$ cat config.mk
export PLATFORM = sky130hd
export DESIGN_NAME = ttc_timer_unit
export DESIGN_NICKNAME = d
export VERILOG_FILES = /design/src/design/ttc_count_unit.v /design/src/design/ttc_timer_unit.v
export VERILOG_INCLUDE_DIRS = /design/src /design/src/design
export SDC_FILE = /design/constraint.sdc
export NUM_CORES = 1
export LEC_CHECK = 0
export BUFFER_PORTS_ARGS = -buffer_cell sky130_fd_sc_hd__clkbuf_2
export CAP_MARGIN = 20
export CORE_MARGIN = 5
export CORE_UTILIZATION = 35
export CTS_CLUSTER_DIAMETER = 50
export CTS_CLUSTER_SIZE = 12
export DETAILED_ROUTE_END_ITERATION = 8
export GPL_ROUTABILITY_DRIVEN = 0
export PLACE_DENSITY = 0.48
export SYNTH_ARGS = -nofsm -noshare
export SYNTH_HDL_FRONTEND = slang
export SYNTH_HIERARCHICAL = 1
export SYNTH_SLANG_ARGS = --single-unit
$ cat constraint.sdc
create_clock -name clk_sys -period 5.1 [get_ports clk_sys]
set_clock_uncertainty 0.05 [all_clocks]
set_input_delay 0.765 -clock clk_sys [delete_from_list [all_inputs] [get_ports clk_sys]]
set_output_delay 0.765 -clock clk_sys [all_outputs]
set_load 0.1 [all_outputs]
$ cat src/design/ttc_consts.vh
// Purpose: Constants for the triple timer/counter unit: register addresses,
//          field positions, reset values and mode codes.
// Assumes: Included by the unit's design files by bare name.
// Notes:   Definitions only.
`ifndef TTC_CONSTS_VH
`define TTC_CONSTS_VH

// Register addresses on the core's special function register port
`define TTC_ADDR_CONTROL 8'h88
`define TTC_ADDR_MODE 8'h89
`define TTC_ADDR_T0_LOW 8'h8a
`define TTC_ADDR_T1_LOW 8'h8b
`define TTC_ADDR_T0_HIGH 8'h8c
`define TTC_ADDR_T1_HIGH 8'h8d
`define TTC_ADDR_T2_CONTROL 8'hc8
`define TTC_ADDR_T2_RELOAD_LOW 8'hca
`define TTC_ADDR_T2_RELOAD_HIGH 8'hcb
`define TTC_ADDR_T2_LOW 8'hcc
`define TTC_ADDR_T2_HIGH 8'hcd

// Control register fields
`define TTC_CTL_T1_FLAG 7
`define TTC_CTL_T1_RUN 6
`define TTC_CTL_T0_FLAG 5
`define TTC_CTL_T0_RUN 4

// Mode register fields
`define TTC_MOD_T1_GATING 7
`define TTC_MOD_T1_SOURCE 6
`define TTC_MOD_T1_MODE_HI 5
`define TTC_MOD_T1_MODE_LO 4
`define TTC_MOD_T0_GATING 3
`define TTC_MOD_T0_SOURCE 2
`define TTC_MOD_T0_MODE_HI 1
`define TTC_MOD_T0_MODE_LO 0

// Mode codes
`define TTC_MODE_PRESCALE 2'b00
`define TTC_MODE_CASCADE 2'b01
`define TTC_MODE_AUTORELOAD 2'b10
`define TTC_MODE_SPLIT 2'b11

// Prescaler width and terminal value in the prescale mode
`define TTC_PRESCALE_BITS 5
`define TTC_PRESCALE_LAST 5'h1f

// Reset values
`define TTC_RST_BYTE 8'h00
`define TTC_RST_MODE 2'b00

`endif

$ cat src/design/ttc_count_unit.v
// Purpose: One 16-bit timer/counter made of a low and a high byte, with the
//          four counting modes selected by a 2-bit mode field.
// Assumes: lowInc is already qualified by run, gate and source; highInc by a run bit only.
// Notes:   A software write to a byte wins over counting in the same cycle.
`timescale 1ns/10ps
`include "ttc_consts.vh"

module ttc_count_unit (
   // Clock and reset
   input wire clk_sys,
   input wire rstn,
   // Control
   input wire [1:0] mode,
   input wire lowInc,
   input wire highInc,
   // Software writes
   input wire wrLow,
   input wire wrHigh,
   input wire [7:0] wrData,
   // Count state
   output wire [7:0] lowByte,
   output wire [7:0] highByte,
   output reg mainOvf,
   output reg highOvf
);

   reg [7:0] low_reg;
   reg [7:0] high_reg;
   reg [7:0] low_next;
   reg [7:0] high_next;

   assign lowByte = low_reg;
   assign highByte = high_reg;

   always @* begin
      low_next = low_reg;
      high_next = high_reg;
      mainOvf = 1'b0;
      highOvf = 1'b0;
      case (mode)
         `TTC_MODE_PRESCALE: begin
            if (lowInc) begin
               low_next[`TTC_PRESCALE_BITS-1:0] = low_reg[`TTC_PRESCALE_BITS-1:0] + 5'h01;
               if (low_reg[`TTC_PRESCALE_BITS-1:0] == `TTC_PRESCALE_LAST) begin
                  high_next = high_reg + 8'h01;
                  mainOvf = (high_reg == 8'hff);
               end
            end
         end
         `TTC_MODE_CASCADE: begin
            if (lowInc) begin
               {high_next, low_next} = {high_reg, low_reg} + 16'h0001;
               mainOvf = ({high_reg, low_reg} == 16'hffff);
            end
         end
         `TTC_MODE_AUTORELOAD: begin
            if (lowInc) begin
               if (low_reg == 8'hff) begin
                  low_next = high_reg;
                  mainOvf = 1'b1;
               end else begin
                  low_next = low_reg + 8'h01;
               end
            end
         end
         default: begin
            if (lowInc) begin
               low_next = low_reg + 8'h01;
               mainOvf = (low_reg == 8'hff);
            end
            if (highInc) begin
               high_next = high_reg + 8'h01;
               highOvf = (high_reg == 8'hff);
            end
         end
      endcase
      if (wrLow) begin
         low_next = wrData;
      end
      if (wrHigh) begin
         high_next = wrData;
      end
   end

   always @(posedge clk_sys or negedge rstn) begin
      if (!rstn) begin
         low_reg <= `TTC_RST_BYTE;
         high_reg <= `TTC_RST_BYTE;
      end else begin
         low_reg <= low_next;
         high_reg <= high_next;
      end
   end

endmodule // ttc_count_unit

$ cat src/design/ttc_timer_unit.v
// Purpose: Three 16-bit timer/counters reached as special function
//          registers of the core, with pin gating and event counting.
// Assumes: One core clock; a machine cycle is one clock period.
// Notes:   Timer 2 bytes are plain storage; its counting lies elsewhere.
//
// What this block does
// - Three 16-bit counters, byte-addressable, timer/counter
// - Timer mode increments low byte each cycle
// - Count rate at most one per clock
// - Counter mode counts sampled falling edges
// - Edge recognition takes two cycles
// - Timer 1 gating by pin and run
// - Mode bit 6 selects timer 1 source
// - Mode fields reset 00; prescale mode
// - Mode 01 is plain 16-bit
// - Mode 10 autoreloads low from high
// - Timer 1 mode 11 stops, holds value
// - Timer 0 mode 11 splits bytes
// - Timer 0 gating by pin and run
// - Mode bit 2 selects timer 0 source
// - Overflow sets flag; vectoring clears it
// - Run bits start and stop timers
`timescale 1ns/10ps
`include "ttc_consts.vh"

module ttc_timer_unit (
   // Clock and reset
   input wire clk_sys,
   input wire rstn,
   // Special function register port
   input wire [7:0] sfrAddr,
   input wire sfrWrEn,
   input wire [7:0] sfrWrData,
   input wire sfrRdEn,
   output reg [7:0] sfrRdData,
   // Interrupt vector acknowledges from the core
   input wire timer0VectorAck,
   input wire timer1VectorAck,
   // External pins
   input wire countInputZero,
   input wire countInputOne,
   input wire gatePinZero,
   input wire gatePinOne,
   // Overflow flags toward the interrupt logic
   output reg timer0OverflowFlag,
   output reg timer1OverflowFlag
);

   localparam PIN_COUNT = 4;
   localparam PIN_CNT0 = 0;
   localparam PIN_CNT1 = 1;
   localparam PIN_TIMER0_PIN_GATING = 2;
   localparam PIN_TIMER1_PIN_GATING = 3;

   // Pin synchronisers and edge history
   wire [PIN_COUNT-1:0] pinRaw;
   wire [PIN_COUNT-1:0] pinSync;
   wire [PIN_COUNT-1:0] pinFall;

   // Software-visible state
   reg timer1Run_reg;
   reg timer0Run_reg;
   reg [3:0] extIntBits_reg;
   reg [7:0] mode_reg;
   reg [7:0] t2Control_reg;
   reg [7:0] t2ReloadLow_reg;
   reg [7:0] t2ReloadHigh_reg;
   reg [7:0] t2Low_reg;
   reg [7:0] t2High_reg;

   // Decoded mode fields
   wire timer1PinGating;
   wire timer1SourceSelect;
   wire [1:0] timer1Mode;
   wire timer0PinGating;
   wire timer0SourceSelect;
   wire [1:0] timer0Mode;

   // Count qualification
   wire timer0Enable;
   wire timer1Enable;
   wire timer0Tick;
   wire timer1Tick;
   wire timer0LowInc;
   wire timer1LowInc;
   wire timer0HighInc;

   // Counter state
   wire [7:0] timer0Low;
   wire [7:0] timer0High;
   wire [7:0] timer1Low;
   wire [7:0] timer1High;
   wire timer0MainOvf;
   wire timer0HighOvf;
   wire timer1MainOvf;
   wire timer0OvfEvent;
   wire timer1OvfEvent;

   // Write strobes
   wire wrControl;
   wire wrMode;
   wire wrT0Low;
   wire wrT0High;
   wire wrT1Low;
   wire wrT1High;

   reg timer0Flag_next;
   reg timer1Flag_next;
   reg [7:0] readMux;

   assign pinRaw = {gatePinOne, gatePinZero, countInputOne, countInputZero};

   genvar gi;
   generate
      for (gi = 0; gi < PIN_COUNT; gi = gi + 1) begin : gPin
         reg pinMeta_reg, pinSync_reg, pinPrev_reg;
         always @(posedge clk_sys or negedge rstn) begin
            if (!rstn) begin
               pinMeta_reg <= 1'b0;
               pinSync_reg <= 1'b0;
               pinPrev_reg <= 1'b0;
            end else begin
               pinMeta_reg <= pinRaw[gi];
               pinSync_reg <= pinMeta_reg;
               pinPrev_reg <= pinSync_reg;
            end
         end
         assign pinSync[gi] = pinSync_reg;
         assign pinFall[gi] = pinPrev_reg & ~pinSync_reg;
      end
   endgenerate

   assign timer1PinGating = mode_reg[`TTC_MOD_T1_GATING];
   assign timer1SourceSelect = mode_reg[`TTC_MOD_T1_SOURCE];
   assign timer1Mode = mode_reg[`TTC_MOD_T1_MODE_HI:`TTC_MOD_T1_MODE_LO];
   assign timer0PinGating = mode_reg[`TTC_MOD_T0_GATING];
   assign timer0SourceSelect = mode_reg[`TTC_MOD_T0_SOURCE];
   assign timer0Mode = mode_reg[`TTC_MOD_T0_MODE_HI:`TTC_MOD_T0_MODE_LO];

   // timer 0 gate pin and run bit
   assign timer0Enable = timer0Run_reg & (~timer0PinGating | pinSync[PIN_TIMER0_PIN_GATING]);
   // timer 1 gate pin and run bit
   assign timer1Enable = timer1Run_reg & (~timer1PinGating | pinSync[PIN_TIMER1_PIN_GATING]);

   assign timer0Tick = timer0SourceSelect ? pinFall[PIN_CNT0] : 1'b1;
   assign timer1Tick = timer1SourceSelect ? pinFall[PIN_CNT1] : 1'b1;

   assign timer0LowInc = timer0Enable & timer0Tick;
   assign timer1LowInc = timer1Enable & timer1Tick & (timer1Mode != `TTC_MODE_SPLIT);
   // split high byte follows timer 1 run bit, clock only
   assign timer0HighInc = (timer0Mode == `TTC_MODE_SPLIT) & timer1Run_reg;

   assign wrControl = sfrWrEn & (sfrAddr == `TTC_ADDR_CONTROL);
   assign wrMode = sfrWrEn & (sfrAddr == `TTC_ADDR_MODE);
   assign wrT0Low = sfrWrEn & (sfrAddr == `TTC_ADDR_T0_LOW);
   assign wrT0High = sfrWrEn & (sfrAddr == `TTC_ADDR_T0_HIGH);
   assign wrT1Low = sfrWrEn & (sfrAddr == `TTC_ADDR_T1_LOW);
   assign wrT1High = sfrWrEn & (sfrAddr == `TTC_ADDR_T1_HIGH);

   ttc_count_unit uTimer0 (
      .clk_sys(clk_sys),
      .rstn(rstn),
      .mode(timer0Mode),
      .lowInc(timer0LowInc),
      .highInc(timer0HighInc),
      .wrLow(wrT0Low),
      .wrHigh(wrT0High),
      .wrData(sfrWrData),
      .lowByte(timer0Low),
      .highByte(timer0High),
      .mainOvf(timer0MainOvf),
      .highOvf(timer0HighOvf)
   );

   ttc_count_unit uTimer1 (
      .clk_sys(clk_sys),
      .rstn(rstn),
      .mode(timer1Mode),
      .lowInc(timer1LowInc),
      .highInc(1'b0),
      .wrLow(wrT1Low),
      .wrHigh(wrT1High),
      .wrData(sfrWrData),
      .lowByte(timer1Low),
      .highByte(timer1High),
      .mainOvf(timer1MainOvf),
      .highOvf()
   );

   // While timer 0 is split, its high byte owns the timer 1 flag
   assign timer0OvfEvent = timer0MainOvf;
   assign timer1OvfEvent = (timer0Mode == `TTC_MODE_SPLIT) ? timer0HighOvf : timer1MainOvf;

   // set beats clear on the same edge
   always @* begin
      timer0Flag_next = timer0OverflowFlag;
      timer1Flag_next = timer1OverflowFlag;
      if (timer0VectorAck) begin
         timer0Flag_next = 1'b0;
      end
      if (timer1VectorAck) begin
         timer1Flag_next = 1'b0;
      end
      if (wrControl) begin
         timer0Flag_next = sfrWrData[`TTC_CTL_T0_FLAG];
         timer1Flag_next = sfrWrData[`TTC_CTL_T1_FLAG];
      end
      if (timer0OvfEvent) begin
         timer0Flag_next = 1'b1;
      end
      if (timer1OvfEvent) begin
         timer1Flag_next = 1'b1;
      end
   end

   always @(posedge clk_sys or negedge rstn) begin
      if (!rstn) begin
         timer0OverflowFlag <= 1'b0;
         timer1OverflowFlag <= 1'b0;
      end else begin
         timer0OverflowFlag <= timer0Flag_next;
         timer1OverflowFlag <= timer1Flag_next;
      end
   end

   always @(posedge clk_sys or negedge rstn) begin
      if (!rstn) begin
         timer1Run_reg <= 1'b0;
         timer0Run_reg <= 1'b0;
         extIntBits_reg <= 4'h0;
      end else if (wrControl) begin
         timer1Run_reg <= sfrWrData[`TTC_CTL_T1_RUN];
         timer0Run_reg <= sfrWrData[`TTC_CTL_T0_RUN];
         extIntBits_reg <= sfrWrData[3:0];
      end
   end

   always @(posedge clk_sys or negedge rstn) begin
      if (!rstn) begin
         mode_reg <= `TTC_RST_BYTE;
      end else if (wrMode) begin
         mode_reg <= sfrWrData;
      end
   end

   // Timer 2 bytes kept only so software sees its own writes
   always @(posedge clk_sys or negedge rstn) begin
      if (!rstn) begin
         t2Control_reg <= `TTC_RST_BYTE;
         t2ReloadLow_reg <= `TTC_RST_BYTE;
         t2ReloadHigh_reg <= `TTC_RST_BYTE;
         t2Low_reg <= `TTC_RST_BYTE;
         t2High_reg <= `TTC_RST_BYTE;
      end else if (sfrWrEn) begin
         case (sfrAddr)
            `TTC_ADDR_T2_CONTROL: begin
               t2Control_reg <= sfrWrData;
            end
            `TTC_ADDR_T2_RELOAD_LOW: begin
               t2ReloadLow_reg <= sfrWrData;
            end
            `TTC_ADDR_T2_RELOAD_HIGH: begin
               t2ReloadHigh_reg <= sfrWrData;
            end
            `TTC_ADDR_T2_LOW: begin
               t2Low_reg <= sfrWrData;
            end
            `TTC_ADDR_T2_HIGH: begin
               t2High_reg <= sfrWrData;
            end
            default: begin
               t2Control_reg <= t2Control_reg;
            end
         endcase
      end
   end

   // Read mux; unmapped addresses read zero
   always @* begin
      case (sfrAddr)
         `TTC_ADDR_CONTROL: begin
            readMux = {timer1OverflowFlag, timer1Run_reg, timer0OverflowFlag,
                       timer0Run_reg, extIntBits_reg};
         end
         `TTC_ADDR_MODE: begin
            readMux = mode_reg;
         end
         `TTC_ADDR_T0_LOW: begin
            readMux = timer0Low;
         end
         `TTC_ADDR_T1_LOW: begin
            readMux = timer1Low;
         end
         `TTC_ADDR_T0_HIGH: begin
            readMux = timer0High;
         end
         `TTC_ADDR_T1_HIGH: begin
            readMux = timer1High;
         end
         `TTC_ADDR_T2_CONTROL: begin
            readMux = t2Control_reg;
         end
         `TTC_ADDR_T2_RELOAD_LOW: begin
            readMux = t2ReloadLow_reg;
         end
         `TTC_ADDR_T2_RELOAD_HIGH: begin
            readMux = t2ReloadHigh_reg;
         end
         `TTC_ADDR_T2_LOW: begin
            readMux = t2Low_reg;
         end
         `TTC_ADDR_T2_HIGH: begin
            readMux = t2High_reg;
         end
         default: begin
            readMux = 8'h00;
         end
      endcase
   end

   // Registered read keeps the output straight from a flop; data lags by one cycle
   always @(posedge clk_sys or negedge rstn) begin
      if (!rstn) begin
         sfrRdData <= 8'h00;
      end else if (sfrRdEn) begin
         sfrRdData <= readMux;
      end
   end

endmodule // ttc_timer_unit

* After elaboration in Yosys (flattened, before gate mapping)
Index checks and enable logic that the tools add are counted.
** Word-level totals
- Flip-flop bits (word level) :: 106
- Latch bits :: 0
- Bits in writable memories :: 0
- ROM bits :: 0
- Input port bits :: 26
- Output and inout port bits :: 10
- Word-level logic and storage cells :: 161
- Memories kept :: 0
** Operators by class
- Add/sub/neg operators :: 8
- $mul :: 0
- Div/mod/pow operators :: 0
- Magnitude comparators :: 0
- Equality and inequality tests :: 34
- Shifts and indexed selects :: 0
- Mux-type cells :: 53
- Bitwise operators :: 20
- Reductions and logical operators :: 18
** Operators with widths (count)
- $mux W8 :: 19
- $eq A8 B8 Y1 const B :: 15
- $pmux W8 S11 :: 1
- $add A16 B1 Y16 const B :: 2
- $add A8 B1 Y8 const B :: 4
- $eq A16 B16 Y1 const B :: 2
- $pmux W5 S3 :: 2
- $pmux W8 S3 :: 1
- $mux W1 :: 23
- $pmux W3 S3 :: 2
- $pmux W8 S2 :: 1
- $and A1 B1 Y1 :: 14
- $reduce_and A2 Y1 :: 7
- $ne A3 B2 Y1 const B :: 4
- $add A5 B1 Y5 const B :: 2
- $eq A5 B5 Y1 const B :: 2
- $mux W5 :: 2
- $reduce_bool A3 Y1 :: 3
- $eq A2 B2 Y1 const B :: 3
- $ne A2 B1 Y1 const B :: 3
- $ne A3 B1 Y1 const B :: 2
- $pmux W1 S3 :: 2
- $reduce_and A5 Y1 :: 1
- $eq A2 B1 Y1 const B :: 2
- 8 further kinds :: 14

* Longest topological paths before layout
Gate-level depths: netlist of the first run.
- Depth after elaboration :: 9
- Depth in mapped cells :: 9

* Modules after synthesis
Netlist of the first run, hierarchy kept.
** By module, submodules not included
- ttc_timer_unit :: times used 1, cells an instance 306, area each 3741.1 sq um, sequential area each 1851.8 sq um
- ttc_count_unit :: times used 2, cells an instance 170, area each 1447.6 sq um, sequential area each 400.4 sq um

* Worst setup path before layout of the first run
No wires, ideal clock.
- Path kind :: input to register
- From :: in sfrAddr[5]
- To :: reg uTimer0.low_reg[3] (netlist: uTimer0/lowByte[3])
- Data arrival time :: 2152 ps
- Required time :: 4924 ps
- Setup slack :: 2772 ps
- Stages on the path :: 7
- Buffers on the path :: 1
- Cells stage by stage :: nor3b_2 > nand3b_2 > nor2_1 > clkbuf_1 > nor2_1 > a21oi_1 > a21oi_1
** On the way
- Word-level cells in the longest chain between the ends :: 3
** RTL lines
- start, declared :: line ttc_timer_unit.v:31 : input wire [7:0] sfrAddr,
- $eq A8 B8 Y1 (*)
- $and A1 B1 Y1 (*) :: line ttc_timer_unit.v:155 : assign wrT0Low = sfrWrEn & (sfrAddr == `TTC_ADDR_T0_LOW);
- via wrT0Low :: line ttc_timer_unit.v:102 : wire wrT0Low;
- $mux W8 / $reduce_bool A2 Y1 (equally long branches)
- end signal, assigned :: line ttc_count_unit.v:87 : low_reg <= `TTC_RST_BYTE;
- end signal, assigned :: line ttc_count_unit.v:90 : low_reg <= low_next;
- end, declared :: line ttc_count_unit.v:27 : reg [7:0] low_reg;
Mark *: on every way through the listed nets, which the timed path passes. The rest lies on a longest branch.
A chain may end at the register's enable or synchronous reset.

* Final worst setup path of the first run
- From :: reg gPin[0].pinSync_reg
- To :: reg uTimer0.high_reg[4] (netlist: uTimer0/highByte[4])
** On the way
- Word-level cells in the longest chain between the ends :: 6
** RTL lines
- start, declared :: line ttc_timer_unit.v:116 : reg pinMeta_reg, pinSync_reg, pinPrev_reg;
- start signal, assigned :: line ttc_timer_unit.v:124 : pinSync_reg <= pinMeta_reg;
- $not A1 Y1 (*) :: line ttc_timer_unit.v:129 : assign pinFall[gi] = pinPrev_reg & ~pinSync_reg;
- $and A1 B1 Y1 (*) :: line ttc_timer_unit.v:129
- $mux W1 (*) :: line ttc_timer_unit.v:145 : assign timer0Tick = timer0SourceSelect ? pinFall[PIN_CNT0] : 1'b1;
- $and A1 B1 Y1 (*) :: line ttc_timer_unit.v:148 : assign timer0LowInc = timer0Enable & timer0Tick;
- via timer0LowInc :: line ttc_timer_unit.v:84 : wire timer0LowInc;
- $ne A3 B2 Y1 (no line)
- $reduce_and A5 Y1 (no line) (*)
- end signal, assigned :: line ttc_count_unit.v:88 : high_reg <= `TTC_RST_BYTE;
- end signal, assigned :: line ttc_count_unit.v:91 : high_reg <= high_next;
- end, declared :: line ttc_count_unit.v:28 : reg [7:0] high_reg;
Marked as above.

==> impl.org, run 1 <==
** Clock network
- Clk root buf :: clkbuf_16
- Number of hold buffers added after cts :: 0
- The tree built by TritonCTS fans out to 106 sinks.
- Clock tree synthesis inserted a total of 9 buffers.
- Once the clock tree was built, the resizer swapped 0 gates to a different size.
- Number of post-CTS setup repair buffers :: 0
- Clock-pin slew was measured on the worst setup and hold paths at 80 ps.
- Clock tree from TritonCTS :: yes
- Clk Latency, worst-skew pair :: 350 ps
- CTS H-tree lvls :: 3
- Buffers from clock root to sink, at most :: 2

** Floorplan
- The core region is between 15000 and 20000 µm².
- In this run the horizontal extent of the chip is 148 µm.
- In this run the vertical extent of the chip is 148 µm.
- The floorplan step defined a die boundary enclosing 21800 µm².
- Top-Level Pins :: 36
- The floorplan has 50 rows.
- Initial Util :: between 30% and 40%

** Critical path
- Data required time of the worst path :: 5320 ps
- Worst Path Class, Setup :: flip-flop to flip-flop
- Launch instance of the worst register-to-register path :: gPin[0].pinSync_reg
- Maximum fanout along the worst path :: 16
- Launching element of the worst setup path :: gPin[0].pinSync_reg
- Data arrival time of the worst path :: 3140 ps
- Startpoint types :: flip-flop
- Critical Path End Type :: flip-flop

** Yosys
- Yosys Warn Count :: 6
- Each instance of the synthesized netlist takes up on average 10.3 µm².
- Mapped Nets :: 685
- Post-Synthesis Cells :: between 600 and 700
- In this run the cell area of the synthesized design comes to 6630 µm².

** Route
- For this block, wires on met1 add up to 9280 µm.
- After detailed routing, the met2 layer carries 9760 µm of wire.
- Initial drt markers :: about 380
- Average routed wire per standard cell :: 23.1 µm
- In the routed layout, each cell is associated on average with a via count of 6.24.
- Vias after detailed routing :: ~5600
- Number of nets with antenna violations after detailed routing :: 0
- Total detailed-routing wirelength :: 20700 µm
- For this run, the detailed router's first-pass iteration total came to 5.
- Routed met3 length :: 1100 µm
- Uppermost metal layer occupied by signal nets :: met4
- In the routed design, unresolved DRC markers number 0.

** GRT
- Global-route congestion overflow total :: 0
- The number of antenna violations at the first check in global routing came to 0.
- The first global-routing pass estimated between 30000 and 40000 µm of wire.
- For this run, the total global-route usage over all layers was measured as approximately 19%.
- The number of global-route vias before repair was 5473.
- Largest net degree at the start of global routing :: 72

** Timing
- The number of max-slew violations in the final report is 0.
- Final sum of negative setup slack :: 0 ps
- Derived from the worst setup path, the maximum achievable clock frequency is 0.343 GHz.
- Hold violation total from the final report :: 0
- Unrepaired setup endpoints after global routing :: no
- Final-report setup violation count :: 0
- At the pin with the least slew margin, the transition time is 1080 ps.
- Headroom to the max-slew limit came out at 28.1%.
- Across all hold checks on the routed design, the worst slack comes to ~300 ps.
- Minimum clock period :: 2920 ps
- In the finished design, the share of the clock period the worst path needs comes to 57.2%.

** Placed design
- Total placed instance area :: 6860 µm²
- Including well taps, the total number of placed cells is 881.
- The count of buffers added on input and output ports is 35.
- Detail Placement HPWL :: between 10000 and 15000 µm

** Run
- Max-cap violations in this run came to 0.

** Power and ir drop
- The completed layout was analyzed and its total power is around 2.6 mW.
- Power Dens Cells :: 369 nW/µm²
- Leak Pwr :: 3.00 nW
- IR drop worst, VDD :: between 0.15 and 0.2 mV

** Final layout
- The finished layout holds 897 standard cells, fillers aside.
- For this run, the post-layout net count is 698.
- Summing all non-filler instances in the final layout gives an area of 7150 µm².
- Area added between synthesis and finish :: 7.79%
- Share of final-layout standard cells stronger than drive strength 1 :: 22.2%
- Commonest cells after routing, fill and taps aside :: dfrtp_1, mux2_2, clkbuf_2
- Commonest non-fill, non-tap cell in the layout :: dfrtp_1
- Final antenna diode count :: 0

** Status
- Outcome :: complete, no violations

** Hold path
- Hold path start :: gPin[1].pinMeta_reg
- Class of the most critical hold timing path :: flip-flop to flip-flop
-- path summary, 6_finish.rpt --
| kind | endpoint | slack, ps | cells past startpoint |
|---|---|---|---|
| setup / recovery | uTimer0/highByte[4] | 2180 | 6 |
| hold / removal | gPin[1].pinSync_reg | 300 | 0 |
| setup reg to reg | uTimer0/highByte[4] | 2180 | 6 |
| hold reg to reg | gPin[1].pinSync_reg | 300 | 0 |
| max in group asynchronous | t2ReloadLow_reg[2] | 3400 | 2 |
| min in group asynchronous | mode_reg[1] | 510 | 1 |
-- worst max-delay path, cell delays in order (launching register included) --
cell and delay [ps]:
dfrtp_1 390, nand2b_1 150, a21oi_1 840, mux2i_1 220
a211o_4 470, or4_1 520, a31oi_1 190
-- stage by stage --
stage | worst slack (ps) | utilization [%]
finish | 2180 | 38.2
global route | 1960 | 38.2
CTS | 2200 | 38.2
detailed placement | 2090 | 36.6
global placement | 2210 | 36.6
floorplan | 2770 | -
-- per-layer routing --
| metal | global-route usage (%) | up-vias |
|---|---|---|
| met3 | 3.31 | 43 |
| met5 | 0 | - |
| met2 | 31.3 | 220 |
| met1 | 26.4 | 2842 |
| met4 | 6.20 | 0 |
| li1 | - | 2494 |
-- cell type report --
cell class              count  area [µm²]
fillers                  1853       11600
multi-input cells         482        3630
flip-flops and latches    106        2650
well taps                 234         293
clock buffers               9         225
repair buffers             37         193
inverters                  22        82.6
clock inverters             7        66.3
-- power breakdown --
part	internal, mW	switching [mW]	leakage, nW
Clock	0.345	0.356	0.138
Combinational	0.299	0.369	1.51
Sequential	0.966	0.305	1.35
(Power assumes the default switching activity.)
==> run 2: changes to the inputs <==
Settings changed: ABC_AREA from default to 1, PLACE_DENSITY 0.48 to 0.47.
Clock period 5.1 ns to 3.03 ns, I/O delays scaled along.
==> run 2 against run 1 <==
Effect of this change:
- sequential cell count unchanged
- global-route usage is 0.65 points higher
- hold slack worse by 200 ps
- core utilization increased by 0.91 points
- power grew 70%
- first-iteration DRC count is 34% higher
- count of clock-buffer cells in the layout unchanged
- sequential power is 56% higher
- sequential share of layout area down 3.4 points
- synthesized cell count rose by 56%
- final cell count rose by 46%
- critical endpoint is now uTimer1/highByte[3]
- largest cell class unchanged
==> impl.org, run 2 <==
** Final layout
- Leaving out fill and tap cells, the most frequent cells in the layout are nand2_1, nand3_1, dfrtp_1.
- Area added between synthesis and finish :: 10.6%
- Share of final-layout standard cells stronger than drive strength 1 :: 12.3%
- Commonest non-fill, non-tap cell in the layout :: nand2_1
- Multi-input logic area :: 3860 µm²
- Cells fill 39.1% of the core in the end.
- 0 antenna diodes ended up in the layout.
- For this run, the post-layout net count is 1075.
- In the final layout, flip-flops and latches occupy 2650 µm².
- Counting the fill cells in the layout gives 2158.

** Timing
- Worst slew margin :: 50.8%
- Adding up every negative setup slack in the final design gives 0 ps.
- FMAX :: 0.467 GHz
- The hold violation total from the final report is 0.
- Final-report setup violation count :: 0
- Final period util :: between 70% and 80%
- Setup repair after global routing left no endpoint under its margin.
- Measured slew at the worst slew-check pin :: 738 ps
- The number of max-slew violations in the final report was 0.
- After layout, the minimum clock period comes to 2140 ps.

** Clock network
- Clock sink total :: 106
- Clock latency on the worst-skew pair, taken at its later pin, is 360 ps.
- CTS H-tree lvls :: 3
- The clock passes through at most 2 buffers.
- Buffers added to address setup during post-CTS repair amount to 0.
- Inserted Clock Buffers :: 9
- CTS placed an instance of clkbuf_16 at the clock tree root.
- TritonCTS built the clock tree.
- After clock tree synthesis, the clock-pin slew on the worst setup and hold paths is 80 ps.
- Hold repair after CTS inserted 0 buffers.
- Post-CTS repair changed the size of 0 cells.

** GRT
- Largest net degree at the start of global routing :: 50
- The number of global-route vias before repair was ~6200.
- Total track usage :: 20.0%
- First-pass GRT wire length :: about 37000 µm
- The number of antenna violations at the first check in global routing came to 0.
- After global routing the overflow that remains totals 0.

** Yosys
- Synth Area per Inst :: 7.06 µm²
- Syn Std Cell Area :: 7110 µm²
- When the netlist entered floorplanning its net count stood at 1047.
- Post-Synthesis Cells :: 1007
- The Yosys step of the flow raised 6 warnings.

** Power and ir drop
- The analysis attributes to cell leakage a power of 3.97 nW.
- For this design the ratio of total power to cell area is approximately 570 nW/µm².
- IR drop worst, VDD :: ~0.23 mV

** Floorplan
- Once the floorplan was initialized, standard cells occupied about 35% of the core.
- In this run the core area contains 52 standard-cell rows.
- Die area :: 23300 µm²
- 36 I/O pins were placed.
- In this run the standard cell core region covers roughly 20000 µm².
- Vert. Die Dim :: around 150 µm
- Die X :: 153 µm

** Critical path
- Family with the most delay on the worst path :: simple AND/OR/NAND/NOR gates
- The largest individual stage delay along the critical path comes from the cell ha_1.
- By startpoint and endpoint, the worst setup path is classified as flip-flop to flip-flop.
- Cell chain of the critical path :: inv_1 > ha_1 > nor2_2 > nand3_1 > nand2_1 > nand3b_1 > a21boi_0 > nand2_1
- Critical Path End Type :: flip-flop
- In this design, the stage delay of the slowest critical-path cell is roughly 470 ps.
- Counting both buffers and inverters, the worst setup path holds a total of 1.
- Most Frequent Cell on Critical Path :: nand2_1
- The worst setup path is launched from a flip-flop.
- Data arrival time of the worst path :: 2340 ps
- Data required time of the worst path :: 3230 ps
- In this run the worst path has a maximum fanout of 12.

** Placed design
- Detailed placement finished with a half-perimeter wire length of 17300 µm.
- Total of buffers placed on input and output ports :: 35

** Route
- For this run, design rule violations remaining after detail routing come to 0.
- Initial drt markers :: approximately 500
- Total detailed-routing wirelength :: 23600 µm
- In the final routed layout, each cell accounts on average for 18.0 µm.
- For this run, the detailed router's first-pass iteration total came to 5.
- Using the TritonRoute via totals, the vias-per-cell ratio works out to 5.06.
- Vias after detailed routing :: 6624
- Number of nets with antenna violations after detailed routing :: 0

** Hold path
- Class of the most critical hold timing path :: input pin to async pin

** Status
- The run finished with clean final reports.

** Run
- Across the run, the number of max-cap violations was 0.
[run 2: area by class of cell]
cell class	instances	share of cell area [%]
flip-flops and latches	106	33.7
clock buffers	9	2.86
well taps	270	4.30
clock inverters	7	1.11
repair buffers	50	3.85
multi-input cells	762	49.1
inverters	106	5.06
[run 2: per-layer routing]
metal | global-route usage (%) | wire length (µm) | vias to the layer above
met4 | 4.20 | 335 | 0
li1 | - | - | 3316
met5 | 0 | 0 | -
met1 | 29.6 | 11700 | 3147
met3 | 2.67 | 964 | 23
met2 | 31.4 | 10600 | 138
[run 2: worst paths after layout]
| check | endpoint | depth (start not counted) | slack, ps | from |
|---|---|---|---|---|
| max | uTimer1/highByte[3] | 8 | 890 | mode_reg[5] |
| min | uTimer1/highByte[7] | 1 | 110 | rstn |
| max reg2reg | uTimer1/highByte[3] | 8 | 890 | mode_reg[5] |
| min reg2reg | gPin[2].pinSync_reg | 0 | 300 | gPin[2].pinMeta_reg |
| max in group asynchronous | t2Control_reg[7] | 2 | 2110 | rstn |
| min in group clk_sys | gPin[3].pinMeta_reg | 1 | 150 | gatePinOne |
[run 2: worst register-to-register path, stage by stage (launching register included)]
cell	delay, ps
dfrtp_1	450
inv_1	110
ha_1	470
nor2_2	140
nand3_1	100
nand2_1	50
nand3b_1	340
a21boi_0	250
nand2_1	70
[run 2: metrics by stage]
stage	setup WS [ps]	hold slack [ps]	power (mW)	cells	cell area, µm²
2_1_floorplan	692	109	2.77	1007	7110
3_3_place_gp	597	288	3.22	1294	7550
3_5_place_dp	547	285	3.22	1294	7550
4_1_cts	856	135	4.50	1310	7860
5_1_grt	651	131	4.75	1310	7860
6_report	891	107	4.48	1310	7860
[run 2: report_power, final]
group	internal, mW	switching (mW)
Sequential	1.63	0.351
Clock	0.659	0.610
Combinational	0.435	0.791
Total	2.72	1.75
